## config.mk

```make
export PLATFORM = sky130hd
export DESIGN_NAME = local_misc_config_regs
export DESIGN_NICKNAME = d
export VERILOG_FILES = /design/src/design/misc_cfg_pkg.sv /design/src/design/ready_timeout.sv /design/src/design/local_misc_config_regs.sv
export SDC_FILE = /design/constraint.sdc
export NUM_CORES = 1
export LEC_CHECK = 0
export ABC_CLOCK_PERIOD_IN_PS = 1500
export BUFFER_PORTS_ARGS = -buffer_cell sky130_fd_sc_hd__buf_2
export CAP_MARGIN = 20
export CORE_ASPECT_RATIO = 0.5
export CORE_MARGIN = 5
export CORE_UTILIZATION = 41
export CTS_CLUSTER_DIAMETER = 80
export DETAILED_ROUTE_END_ITERATION = 6
export GPL_ROUTABILITY_DRIVEN = 0
export MAX_ROUTING_LAYER = met4
export PLACE_DENSITY = 0.85
export SLEW_MARGIN = 40
export SYNTH_ARGS = -nofsm -noshare
export SYNTH_HDL_FRONTEND = slang
export SYNTH_HIERARCHICAL = 1
export SYNTH_SLANG_ARGS = --single-unit
```

## constraint.sdc

```tcl
create_clock -name ref_clk_in -period 1.5 [get_ports ref_clk_in]
set_input_delay 0.3 -clock ref_clk_in [delete_from_list [all_inputs] [get_ports ref_clk_in]]
set_output_delay 0.3 -clock ref_clk_in [all_outputs]
set_load 0.02 [all_outputs]
```

## src/design/misc_cfg_pkg.sv

```systemverilog
// Package for the local miscellaneous configuration register bank.
// Assumes a byte-addressed access port on the local bus clock.
package misc_cfg_pkg;
    localparam logic [7:0] OFF_PROTECT = 8'h0E;
    localparam logic [7:0] OFF_MISC2 = 8'h0F;
    localparam logic [7:0] OFF_ROM_RANGE = 8'h10;
    localparam logic [6:0] PROTECT_RESET = 7'h30;
    localparam logic [5:0] MISC2_RESET = 6'h00;
    localparam logic [20:0] RANGE_RESET = 21'h000000;
    localparam int RANGE_LSB = 11;
    localparam int MISC2_TMO_EN = 0;
    localparam int MISC2_TMO_SEL = 1;
    localparam int MISC2_DLY_LSB = 2;
    localparam int MISC2_FULL = 5;
    localparam logic [6:0] TIMEOUT_LONG = 7'h40;
    localparam logic [6:0] TIMEOUT_SHORT = 7'h20;

    typedef struct packed {
        logic wr;
        logic rd;
        logic [7:0] addr;
        logic [31:0] wdata;
        logic [3:0] be;
    } reg_req_t;

    typedef struct packed {
        logic ready_timeout_en;
        logic ready_timeout_long;
        logic [2:0] write_strobe_delay;
        logic keep_one_free;
    } misc_ctl_t;
endpackage : misc_cfg_pkg

```

## src/design/ready_timeout.sv

```systemverilog
// Local ready timeout counter for a pending local cycle.
// Assumes ready is synchronous to the local bus clock.
`timescale 1ns/10ps
module ready_timeout (
    input wire logic ref_clk_in,
    input wire logic rst_n_in,
    input wire logic enable_in,
    input wire logic long_in,
    input wire logic cycle_active_in,
    input wire logic ready_in,
    output logic expire_out
);
    import misc_cfg_pkg::*;
    logic [6:0] count_q;
    logic [6:0] limit;

    assign limit = long_in ? TIMEOUT_LONG : TIMEOUT_SHORT;

    always_ff @(posedge ref_clk_in or negedge rst_n_in) begin
        if (!rst_n_in) begin
            count_q <= 7'h00;
        end else if (!enable_in || !cycle_active_in || ready_in) begin
            count_q <= 7'h00;
        end else if (count_q != limit) begin
            count_q <= count_q + 7'h01;
        end
    end

    // Pulse once the full count of idle ready clocks elapses
    always_ff @(posedge ref_clk_in or negedge rst_n_in) begin
        if (!rst_n_in) begin
            expire_out <= 1'b0;
        end else begin
            expire_out <= enable_in && cycle_active_in && !ready_in
                && (count_q == limit - 7'h01);
        end
    end
endmodule : ready_timeout

```

## src/design/local_misc_config_regs.sv

```systemverilog
// Protect boundary, local control two and expansion ROM range registers.
// Assumes both bus sides are arbitrated onto one request port on the
// local bus clock; the EEPROM loader drives its own load strobe.
// Functional notes
// - EEPROM addresses below boundary are read-only
// - Boundary in longwords, resets to 48
// - Enable bit turns ready timeout on
// - Select bit: one 64, zero 32 clocks
// - Three-bit strobe delay for slave writes
// - Full bit keeps one write entry free
// - Otherwise reads retried while write FIFO full
// - Decode enable set only by EEPROM load
// - Range bits map to same address bits
// - Retry PCI until local init done
`timescale 1ns/10ps
module local_misc_config_regs (
    input wire logic ref_clk_in,
    input wire logic rst_n_in,
    input misc_cfg_pkg::reg_req_t req_in,
    output logic [31:0] rdata_out,
    output logic rvalid_out,
    input wire logic eeprom_load_in,
    input wire logic [7:0] eeprom_addr_in,
    input wire logic [31:0] eeprom_data_in,
    input wire logic local_init_done_in,
    input wire logic pci_access_in,
    output logic pci_retry_out,
    input wire logic [7:0] vpd_write_addr_in,
    output logic vpd_write_protected_out,
    input wire logic ds_write_fifo_free_le1_in,
    input wire logic ds_write_fifo_full_in,
    input wire logic ds_read_in,
    output logic ds_write_fifo_stop_out,
    output logic ds_read_retry_out,
    output misc_cfg_pkg::misc_ctl_t misc_ctl_out,
    input wire logic local_cycle_active_in,
    input wire logic local_ready_in,
    output logic local_cycle_abort_out,
    input wire logic [31:0] pci_addr_in,
    input wire logic [31:0] rom_base_in,
    input wire logic rom_base_enable_in,
    output logic rom_hit_out
);
    import misc_cfg_pkg::*;

    logic [6:0] protect_q;
    logic [5:0] misc2_q;
    logic [20:0] range_q;
    logic decode_en_q;
    logic timeout_pulse;
    logic [31:0] rdata_d;

    // Host register writes, byte lane 0 for protect and control two, lanes 1-3 for range
    always_ff @(posedge ref_clk_in or negedge rst_n_in) begin
        if (!rst_n_in) begin
            protect_q <= PROTECT_RESET;
        end else if (eeprom_load_in && eeprom_addr_in == OFF_PROTECT) begin
            protect_q <= eeprom_data_in[6:0];
        end else if (req_in.wr && req_in.addr == OFF_PROTECT
                && req_in.be[0]) begin
            protect_q <= req_in.wdata[6:0];
        end
    end

    always_ff @(posedge ref_clk_in or negedge rst_n_in) begin
        if (!rst_n_in) begin
            misc2_q <= MISC2_RESET;
        end else if (eeprom_load_in && eeprom_addr_in == OFF_MISC2) begin
            misc2_q <= eeprom_data_in[5:0];
        end else if (req_in.wr && req_in.addr == OFF_MISC2
                && req_in.be[0]) begin
            misc2_q <= req_in.wdata[5:0];
        end
    end

    always_ff @(posedge ref_clk_in or negedge rst_n_in) begin
        if (!rst_n_in) begin
            range_q <= RANGE_RESET;
        end else if (eeprom_load_in && eeprom_addr_in == OFF_ROM_RANGE) begin
            range_q <= eeprom_data_in[31:RANGE_LSB];
        end else if (req_in.wr && req_in.addr == OFF_ROM_RANGE) begin
            // Bits 10:1 have no storage at all
            if (req_in.be[1]) begin
                range_q[4:0] <= req_in.wdata[15:11];
            end
            if (req_in.be[2]) begin
                range_q[12:5] <= req_in.wdata[23:16];
            end
            if (req_in.be[3]) begin
                range_q[20:13] <= req_in.wdata[31:24];
            end
        end
    end

    // Bus writes cannot touch the enable; only the loader can
    always_ff @(posedge ref_clk_in or negedge rst_n_in) begin
        if (!rst_n_in) begin
            decode_en_q <= 1'b0;
        end else if (eeprom_load_in && eeprom_addr_in == OFF_ROM_RANGE) begin
            decode_en_q <= eeprom_data_in[0];
        end
    end

    always_comb begin
        rdata_d = 32'h0000_0000;
        unique case (req_in.addr)
            OFF_PROTECT: rdata_d = {25'h0000000, protect_q};
            OFF_MISC2: rdata_d = {26'h0000000, misc2_q};
            OFF_ROM_RANGE: rdata_d = {range_q, 10'h000, decode_en_q};
            default: rdata_d = 32'h0000_0000;
        endcase
    end

    always_ff @(posedge ref_clk_in or negedge rst_n_in) begin
        if (!rst_n_in) begin
            rdata_out <= 32'h0000_0000;
            rvalid_out <= 1'b0;
        end else begin
            rvalid_out <= req_in.rd;
            if (req_in.rd) begin
                rdata_out <= rdata_d;
            end
        end
    end

    assign misc_ctl_out.ready_timeout_en = misc2_q[MISC2_TMO_EN];
    assign misc_ctl_out.ready_timeout_long = misc2_q[MISC2_TMO_SEL];
    assign misc_ctl_out.write_strobe_delay =
        misc2_q[MISC2_DLY_LSB +: 3];
    assign misc_ctl_out.keep_one_free = misc2_q[MISC2_FULL];

    // Longword index compared against boundary; bit 6 covers every address
    always_comb begin
        vpd_write_protected_out = 1'b0;
        if (protect_q[6]) begin
            vpd_write_protected_out = 1'b1;
        end else if (vpd_write_addr_in[7:2] < protect_q[5:0]) begin
            vpd_write_protected_out = 1'b1;
        end
    end

    always_comb begin
        pci_retry_out = 1'b0;
        if (pci_access_in && !local_init_done_in) begin
            pci_retry_out = 1'b1;
        end
    end

    // Reserve one entry so a read address still fits
    always_comb begin
        ds_write_fifo_stop_out = ds_write_fifo_full_in;
        ds_read_retry_out = 1'b0;
        if (misc2_q[MISC2_FULL]) begin
            ds_write_fifo_stop_out = ds_write_fifo_free_le1_in;
        end else if (ds_read_in && ds_write_fifo_full_in) begin
            ds_read_retry_out = 1'b1;
        end
    end

    ready_timeout u_timeout (
        .ref_clk_in(ref_clk_in),
        .rst_n_in(rst_n_in),
        .enable_in(misc2_q[MISC2_TMO_EN]),
        .long_in(misc2_q[MISC2_TMO_SEL]),
        .cycle_active_in(local_cycle_active_in),
        .ready_in(local_ready_in),
        .expire_out(timeout_pulse)
    );
    assign local_cycle_abort_out = timeout_pulse;

    // Masked compare; base enable lets software switch decode off
    assign rom_hit_out = decode_en_q && rom_base_enable_in &&
        ((pci_addr_in[31:RANGE_LSB] & range_q) ==
         (rom_base_in[31:RANGE_LSB] & range_q));
endmodule : local_misc_config_regs

```

==> flow_metrics.env, run 1 <==
export IMPL_status="finished with violations"
export IMPL_violations="negative hold slack, negative setup slack"
export IMPL_yosysWarnings=6
export IMPL_final_cells=775
export IMPL_total_leakage_power_nw=2.93
export IMPL_dpl_instance_area_um2=5260
export IMPL_crit_start="range_q[10]"
export IMPL_period_minus_slack_ps=2040
export IMPL_rsz0062_at_grt="yes"
export IMPL_tns_ps=-1020
export IMPL_layout_common_cells="buf_2, nand2_1, dfrtp_1"
export IMPL_final_common_cell="buf_2"
export IMPL_areaGrowthSynthToFinish_pct=45.2
export IMPL_ir_worst_vdd_mv=0.658
export IMPL_worst_slack_ps=-545
export IMPL_drt_iter0_markers=361
export IMPL_p_per_area_nw_per_um2=961
export IMPL_numCtsBuffers=9
export IMPL_setup_viol=2
export IMPL_die_area_um2=11700
export IMPL_start_util_pct=41.8
export IMPL_cpPeakStageDelay_ps=400
export IMPL_crit_required_ps=1200
export IMPL_seq_area_frac_synth_pct=46.0
export IMPL_port_buffers=177
export IMPL_cts_tree="built"
export IMPL_antenna_left=0
export IMPL_clk_latency_ps=320
export IMPL_remaining_drc_errors=0
export IMPL_clkTransAtPathRegs_ps=50
export IMPL_hold_class="input port to async pin"
export IMPL_num_vias=4060
export IMPL_fmax_ghz=0.489
export IMPL_layout_nets=825
export IMPL_final_area_um2=5700
export IMPL_r2r_start="u_timeout/count_q[1]"
export IMPL_post_synth_num_cell_types=50
export IMPL_drv_slew=0
export IMPL_diodes=0
export IMPL_routedWlPerCell_um=16.6
export IMPL_fin_crit_sh_pct=136
export IMPL_syn_cell_area_um2=3920
export IMPL_rows=25
export IMPL_worstPathMaxFanout=2
export IMPL_netlist_top_cell_by_area="dfrtp_1"
export IMPL_core_area_um2=9380
export IMPL_grt_pass1_wl_um=20100
export IMPL_end_kind="output pin"
export IMPL_crit_family="simple AND/OR/NAND/NOR gates"
export IMPL_arrival_ps=1740
export IMPL_drive_gt1_share_pct=42.5
export IMPL_synthArstFlopShare_pct=100
export IMPL_path_cells="a22o_1 -> a221oi_2 -> nand4_1 -> nor3_4 -> buf_6"
export IMPL_synth_seq_cells=72
export IMPL_drv_cap=0
export IMPL_first_global_vias=4202
export IMPL_drtPass1Iterations=5
export IMPL_cp_slowest_cell="dfrtp_1"
export IMPL_synthTopCellsByArea="dfrtp_1, nand2_1, xor2_1"
export IMPL_antenna_found_initial=0
export IMPL_fin_skew_ps=4.76
export IMPL_grt_usage_pct=22.3
export IMPL_dp_cells=757
export IMPL_viasPerCell=5.24
export IMPL_hold_ws_ps=-3.63
export IMPL_preCtsSetupSlack_ps=-467
export IMPL_dieHeight_um=79.2
export IMPL_syn_inst=434
export IMPL_cts_buffer_depth=2
export IMPL_netlist_area_leader_share_pct=44.6
export IMPL_cts_root_buf="clkbuf_16"
export IMPL_ys_flop_type="dfrtp_1"
export IMPL_synth_edff_count=0
export IMPL_grt_max_degree=73
export IMPL_ctsHoldBuffers=0
export IMPL_criticalPathCategory="register to output pin"
export IMPL_h_tree_depth=3
export IMPL_syn_avg_cell_area_um2=9.04
export IMPL_finalHoldViolCount=2
export IMPL_io_pins=214
export IMPL_totalWireLength_um=12800
export IMPL_die_w_um=148
export IMPL_clkSinkCount=72
export IMPL_crit_path_start_kind="register"
export IMPL_dp_hpwl_um=9760
export IMPL_critPathBufInv=1
export IMPL_grt_ovfl_total=0
## metrics by stage
stage	hold WS [ps]	util (%)	power [mW]
after floorplan	4.41	-	2.56
after global placement	357	56.1	3.02
after detailed placement	369	56.1	3.06
after CTS	24.6	60.3	5.51
after global routing	44.8	60.7	5.71
final	-3.63	60.7	5.47
## sequential cells by signal, summed over array words and instances, names as in the netlist
register,cells
rdata_out,28
range_q,21
protect_q,7
u_timeout/count_q,7
misc2_q,6
decode_en_q,1
rvalid_out,1
u_timeout/expire_out,1
## cells in the mapped netlist, types with 3 or more instances
cell,instances
mux2i_1,10
a21oi_1,22
a22o_1,3
buf_4,6
inv_1,40
ha_1,7
nand2_1,77
a221oi_1,3
buf_6,4
xor2_1,24
a31oi_1,25
nor3_1,6
nand3_1,7
buf_2,4
o21ai_0,24
nand4_1,3
clkbuf_1,8
dfrtp_1,70
a31oi_2,4
nor2_1,35
a22oi_1,4
nor2_2,4
o22ai_1,6
## metal layers
| layer | vias up | wire length [um] | GRT usage, % |
|---|---|---|---|
| met5 | - | 0 | - |
| met4 | 0 | 526 | 9.03 |
| met3 | 56 | 753 | 5.25 |
| met2 | 183 | 6520 | 39.2 |
| met1 | 1923 | 5040 | 24.8 |
| li1 | 1898 | - | - |
## repair_timing
| action | CTS | global route |
|---|---|---|
| setup endpoints to repair | 5 | 11 |
| gates resized for setup | 10 | 11 |
| pin swaps | 7 | 8 |
| setup buffers | 2 | 0 |
## area by class of cell
type	instances	area [um^2]
fillers	801	3690
flip-flops and latches	72	1800
multi-input cells	303	1940
clock buffers	12	267
well taps	121	151
inverters	40	150
repair buffers	223	1310
clock inverters	4	75.1
## power breakdown
part,internal [mW],total [mW],switching (mW)
clock,1.59,2.39,0.800
sequential,2.06,2.15,0.0933
combinational,0.476,0.933,0.457
## cell families (layout without fill, tap and decap cells)
| logic type | Yosys count | after routing | synth area share, % |
|---|---|---|---|
| xor+xnor | 26 | 26 | 5.80 |
| mux | 14 | 14 | 3.89 |
| buf+inv | 62 | 279 | 7.40 |
| compound gates | 97 | 97 | 15.8 |
| fa+ha+maj | 7 | 7 | 2.23 |
| flops | 72 | 72 | 46.0 |
| other cells | 1 | 4 | 0.0956 |
| simple gates | 155 | 155 | 18.8 |
## path summary, 6_finish.rpt
| check | to | slack (ps) | depth (start not counted) |
|---|---|---|---|
| max reg2reg | u_timeout/count_q[1] | 60 | 5 |
| max in group asynchronous | protect_q[4] | 1150 | 2 |
| min | rdata_out[19] | -4 | 2 |
| min in group ref_clk_in | range_q[4] | 220 | 3 |
| max | rom_hit_out | -540 | 5 |
| min reg2reg | rdata_out[5] | 530 | 2 |
(Power assumes the default switching activity.)
==> run 2: changes to the inputs <==
SYNTH_HIERARCHICAL = not set   (was 1)
==> flow_metrics.env, run 2 <==
export IMPL_crit_path_start_kind="register"
export IMPL_drv_slew=0
export IMPL_syn_cell_area_um2=3990
export IMPL_viasPerCell=5.06
export IMPL_h_tree_depth=3
export IMPL_synth_adder_area_share_pct=2.20
export IMPL_grt_pass1_wl_um=19000
export IMPL_drive_gt1_share_pct=41.3
export IMPL_p_sw_mw=1.29
export IMPL_status="finished with violations"
export IMPL_clk_latency_ps=330
export IMPL_synth_compound_gate_area_share_pct=16.2
export IMPL_regMostFlops="rdata_out"
export IMPL_final_area_um2=5590
export IMPL_p_int_mw=3.91
export IMPL_finalHoldViolCount=0
export IMPL_grt_ovfl_total=0
export IMPL_port_buffers=177
export IMPL_arrival_ps=1710
export IMPL_fin_crit_sh_pct=134
export IMPL_remaining_drc_errors=0
export IMPL_antenna_left=0
export IMPL_drtPass1Iterations=5
export IMPL_hold_class="input port to register"
export IMPL_dpl_instance_area_um2=5220
export IMPL_p_sw_share_pct=24.9
export IMPL_core_area_um2=9450
export IMPL_dieHeight_um=79.7
export IMPL_io_pins=214
export IMPL_synth_xor_area_share_pct=5.49
export IMPL_largest_reg_flops=28
export IMPL_fin_skew_ps=4.47
export IMPL_synth_area_mux_share_pct=6.12
export IMPL_drv_cap=0
export IMPL_synth_most_common_cell="dfrtp_1"
export IMPL_start_util_pct=42.2
export IMPL_worstPathMaxFanout=2
export IMPL_dp_hpwl_um=9830
export IMPL_nFillCells=802
export IMPL_fmax_ghz=0.499
export IMPL_layout_common_cells="buf_2, dfrtp_1, nand2_1"
export IMPL_rsz0062_at_grt="yes"
export IMPL_syn_inst=420
export IMPL_clkSinkCount=72
export IMPL_synthSimpleGateAreaFrac_pct=16.8
export IMPL_antenna_found_initial=2
export IMPL_violations="negative setup slack"
export IMPL_final_util_pct=59.1
export IMPL_die_area_um2=11900
export IMPL_layout_nets=806
export IMPL_cts_buffer_depth=2
export IMPL_post_synth_num_cell_types=52
export IMPL_die_w_um=149
export IMPL_period_minus_slack_ps=2010
export IMPL_biggestRegsByFlops="rdata_out x28, range_q x21"
export IMPL_netlist_top_cell_by_area="dfrtp_1"
export IMPL_synthArstFlopShare_pct=100
export IMPL_synth_top_family_by_area="simple AND/OR/NAND/NOR gates"
export IMPL_cts_tree="built"
export IMPL_rows=25
export IMPL_synth_seq_cells=72
export IMPL_synth_commonest_cells="dfrtp_1, nand2_1, nor2_1"
export IMPL_num_vias=3904
export IMPL_regArea_um2=1810
export IMPL_p_per_area_nw_per_um2=931
export IMPL_crit_required_ps=1200
export IMPL_seq_area_frac_synth_pct=45.3
export IMPL_criticalPathCategory="register to output pin"
export IMPL_areaGrowthSynthToFinish_pct=40.2
export IMPL_drt_iter0_markers=223
export IMPL_first_global_vias=3972
export IMPL_worst_slack_ps=-506
export IMPL_clkTransAtPathRegs_ps=60
export IMPL_ir_worst_vdd_mv=0.703
export IMPL_syn_avg_cell_area_um2=9.49
export IMPL_cts_root_buf="clkbuf_16"
export IMPL_routedWlPerCell_um=16.0
export IMPL_synthTopCellsByArea="dfrtp_1, mux2i_1, xor2_1"
export IMPL_hold_ws_ps=214
export IMPL_grt_usage_pct=20.9
export IMPL_yosysWarnings=0
export IMPL_multi_input_area_um2=1920
export IMPL_final_common_cell="buf_2"
export IMPL_pwr_share_clk_pct=43.0
export IMPL_hold_depth=3
export IMPL_grt_max_degree=37
export IMPL_synth_edff_count=0
export IMPL_seq_power_share_pct=41.4
export IMPL_reg2regPathDepth=6
export IMPL_netlist_area_leader_share_pct=44.0
export IMPL_totalWireLength_um=12400
export IMPL_setup_viol=2
export IMPL_p_comb_share_pct=15.6
export IMPL_ys_flop_type="dfrtp_1"
export IMPL_numCtsBuffers=9
export IMPL_total_leakage_power_nw=2.77
export IMPL_end_kind="output pin"
-- run 2: changes by cell type after synthesis, moves of 9 or more --
| cell | delta |
|---|---|
| nand2_1 | -31 |
| a31oi_1 | -19 |
| a21oi_1 | +14 |
| mux2i_1 | +11 |
| a22oi_1 | +10 |
| a21oi_2 | +9 |
-- run 2: layer usage --
layer | share of wire (%) | GRT usage (%) | vias up
li1 | - | - | 1851
met1 | 39 | 25.0 | 1864
met2 | 51 | 36.3 | 171
met3 | 7.4 | 4.65 | 18
met4 | 1.9 | 5.39 | 0
met5 | 0 | - | -
-- run 2: repair_timing --
| item | in CTS | in global routing |
|---|---|---|
| buffers inserted | 1 | 0 |
| hold endpoints to repair | 24 | 0 |
| pin swaps | 1 | 2 |
| hold buffers | 1 | 0 |
| setup endpoints to repair | 3 | 4 |
| gates resized for setup | 7 | 3 |
-- run 2: worst paths after layout --
check | endpoint | slack (ps) | startpoint
min | protect_q[5] | 210 | eeprom_data_in[5]
max in group asynchronous | range_q[6] | 540 | rst_n_in
min reg2reg | rdata_out[24] | 510 | range_q[13]
max | vpd_write_protected_out | -510 | protect_q[4]
min in group asynchronous | misc2_q[2] | 430 | rst_n_in
max reg2reg | u_timeout.count_q[1] | 30 | u_timeout.count_q[1]
-- run 2: final cells by class --
| type | count | area share [%] |
|---|---|---|
| Clock buffer | 10 | 4.10 |
| Inverter | 38 | 2.55 |
| Multi-Input combinational cell | 294 | 34.3 |
| Tap cell | 135 | 3.02 |
| Sequential cell | 72 | 32.3 |
| Clock inverter | 6 | 1.50 |
| Antenna cell | 2 | 0.0896 |
| Timing Repair Buffer | 215 | 22.1 |
-- run 2: per-stage QoR --
stage,setup TNS [ps],power (mW),setup WS [ps],instances
2_1_floorplan,-99.3,2.52,-53.1,423
3_3_place_gp,-4100,2.92,-472,752
3_5_place_dp,-5150,2.96,-452,752
4_1_cts,-941,5.22,-472,770
5_1_grt,-1120,5.42,-569,772
6_report,-943,5.20,-506,772
-- run 2: power by group through the flow --
stage	registers [mW]	clock network, mW	logic, mW
floorplan	2.17	0	0.348
global placement	2.18	0	0.746
detailed placement	2.19	0	0.772
CTS	2.15	2.27	0.800
global route	2.17	2.37	0.889
finish	2.15	2.24	0.809
-- run 2: kinds of logic after synthesis --
| kind of cell | Yosys count |
|---|---|
| simple gates | 130 |
| compound gates | 104 |
| flops | 72 |
| buf+inv | 57 |
| xor+xnor | 25 |
| mux | 24 |
| fa+ha+maj | 7 |
| other cells | 1 |
-- run 2: worst max-delay path, cell delays in order, from the launching register on --
cell and delay [ps]:
dfstp_2 540, inv_2 50, ha_4 230, a21o_1 170
a21oi_2 140, a21o_1 140, buf_6 110
==> run 3: changes to the inputs <==
PLACE_DENSITY = 0.77   (was 0.85)
==> flow_metrics.env, run 3 (synthesis results as in run 2) <==
export IMPL_status="finished with violations"
export IMPL_violations="negative setup slack"
export IMPL_tns_ps=-941
export IMPL_drv_slew=0
export IMPL_grtUsageMet3_pct=4.03
export IMPL_rows=25
export IMPL_grt_busiest_layer="met2"
export IMPL_port_buffers=177
export IMPL_biggestRegsByFlops="rdata_out x28, range_q x21"
export IMPL_grt_ovfl_total=0
export IMPL_layout_common_cells="buf_2, dfrtp_1, nand2_1"
export IMPL_clkSinkCount=72
export IMPL_fmax_ghz=0.502
export IMPL_start_util_pct=42.2
export IMPL_drtPass1Iterations=4
export IMPL_clk_latency_ps=330
export IMPL_final_common_cell="buf_2"
export IMPL_fin_crit_sh_pct=133
export IMPL_io_pins=214
export IMPL_end_kind="output pin"
export IMPL_dieHeight_um=79.7
export IMPL_layout_nets=814
export IMPL_crit_required_ps=1200
export IMPL_hold_ws_ps=215
export IMPL_first_global_vias=3883
export IMPL_h_tree_depth=3
export IMPL_period_minus_slack_ps=1990
export IMPL_largest_reg_flops=28
export IMPL_final_util_pct=59.4
export IMPL_diodes=0
export IMPL_totalWireLength_um=12100
export IMPL_viasPerCell=5.01
export IMPL_p_per_area_nw_per_um2=908
export IMPL_remaining_drc_errors=0
export IMPL_grt_pass1_wl_um=18600
export IMPL_grt_max_degree=34
export IMPL_antenna_left=0
export IMPL_ir_worst_vdd_mv=0.578
export IMPL_total_leakage_power_nw=2.80
export IMPL_worst_slack_ps=-491
export IMPL_preCtsSetupSlack_ps=-452
export IMPL_drt_iter0_markers=152
export IMPL_regArea_um2=1800
export IMPL_rsz0062_at_grt="yes"
export IMPL_hold_class="input port to register"
export IMPL_worstPathMaxFanout=2
export IMPL_num_vias=3898
export IMPL_multi_input_area_um2=1920
export IMPL_nFillCells=829
export IMPL_setup_viol=2
export IMPL_cts_buffer_depth=2
export IMPL_die_w_um=149
export IMPL_criticalPathCategory="register to output pin"
export IMPL_areaGrowthSynthToFinish_pct=40.8
export IMPL_numCtsBuffers=9
export IMPL_routedWlPerCell_um=15.6
export IMPL_crit_path_start_kind="register"
export IMPL_drive_gt1_share_pct=41.5
export IMPL_regMostFlops="rdata_out"
export IMPL_die_area_um2=11900
export IMPL_arrival_ps=1690
export IMPL_fin_skew_ps=7.82
export IMPL_cts_tree="built"
export IMPL_finalHoldViolCount=0
export IMPL_drv_cap=0
export IMPL_use_met2_pct=33.6
export IMPL_use_met1_pct=25.4
export IMPL_core_area_um2=9450
export IMPL_antenna_found_initial=0
export IMPL_grt_usage_pct=20.4
export IMPL_dp_hpwl_um=9570
export IMPL_cts_root_buf="clkbuf_16"
export IMPL_clkTransAtPathRegs_ps=50
## run 3: path summary, 6_finish.rpt
kind,from,endpoint,slack [ps],depth (start not counted)
max,range_q[11],rom_hit_out,-490,6
min,eeprom_data_in[11],range_q[0],220,3
max reg2reg,u_timeout.count_q[0],u_timeout.count_q[1],90,6
min reg2reg,range_q[13],rdata_out[24],510,2
max in group asynchronous,rst_n_in,range_q[11],510,3
min in group asynchronous,rst_n_in,misc2_q[4],400,2
## run 3: per-stage QoR
| stage | power [mW] | cells | cell area [um^2] |
|---|---|---|---|
| 2_1_floorplan | 2.52 | 423 | 4020 |
| 3_3_place_gp | 2.97 | 759 | 5260 |
| 3_5_place_dp | 3.00 | 759 | 5260 |
| 4_1_cts | 5.13 | 777 | 5600 |
| 5_1_grt | 5.33 | 778 | 5610 |
| 6_report | 5.10 | 778 | 5610 |
## run 3: cell type report
cell class / count / share of cell area (%)
clock buffers: 14 / 4.53
clock inverters: 2 / 0.691
inverters: 38 / 2.54
multi-input cells: 294 / 34.3
flip-flops and latches: 72 / 32.1
well taps: 135 / 3.01
repair buffers: 223 / 22.8
## run 3: report_power, final
group	switching, mW	total, mW	leakage [nW]	internal (mW)
combinational	0.422	0.845	1.68	0.423
sequential	0.0974	2.15	0.980	2.06
clock	0.762	2.10	0.141	1.34
total	1.28	5.10	2.80	3.82
## run 3: worst max-delay path: stages (launching register included)
cell      delay, ps
dfrtp_1         370
a22o_1          220
a221oi_2        180
buf_4           160
nand4_1         140
nor3_4          160
buf_6           140
## run 3: routing by layer
| layer | vias to the layer above | part of all wire [%] |
|---|---|---|
| met5 | - | 0 |
| met4 | 0 | 2.0 |
| met3 | 23 | 7.0 |
| met2 | 157 | 49 |
| met1 | 1851 | 42 |
| li1 | 1867 | - |
## run 3: repair_timing
action,in CTS,in global routing
hold endpoints to repair,15,0
endpoints found under the setup margin,3,5
gates resized for setup,8,3
pin swaps,2,2
hold buffers,1,0
buffers inserted,1,1
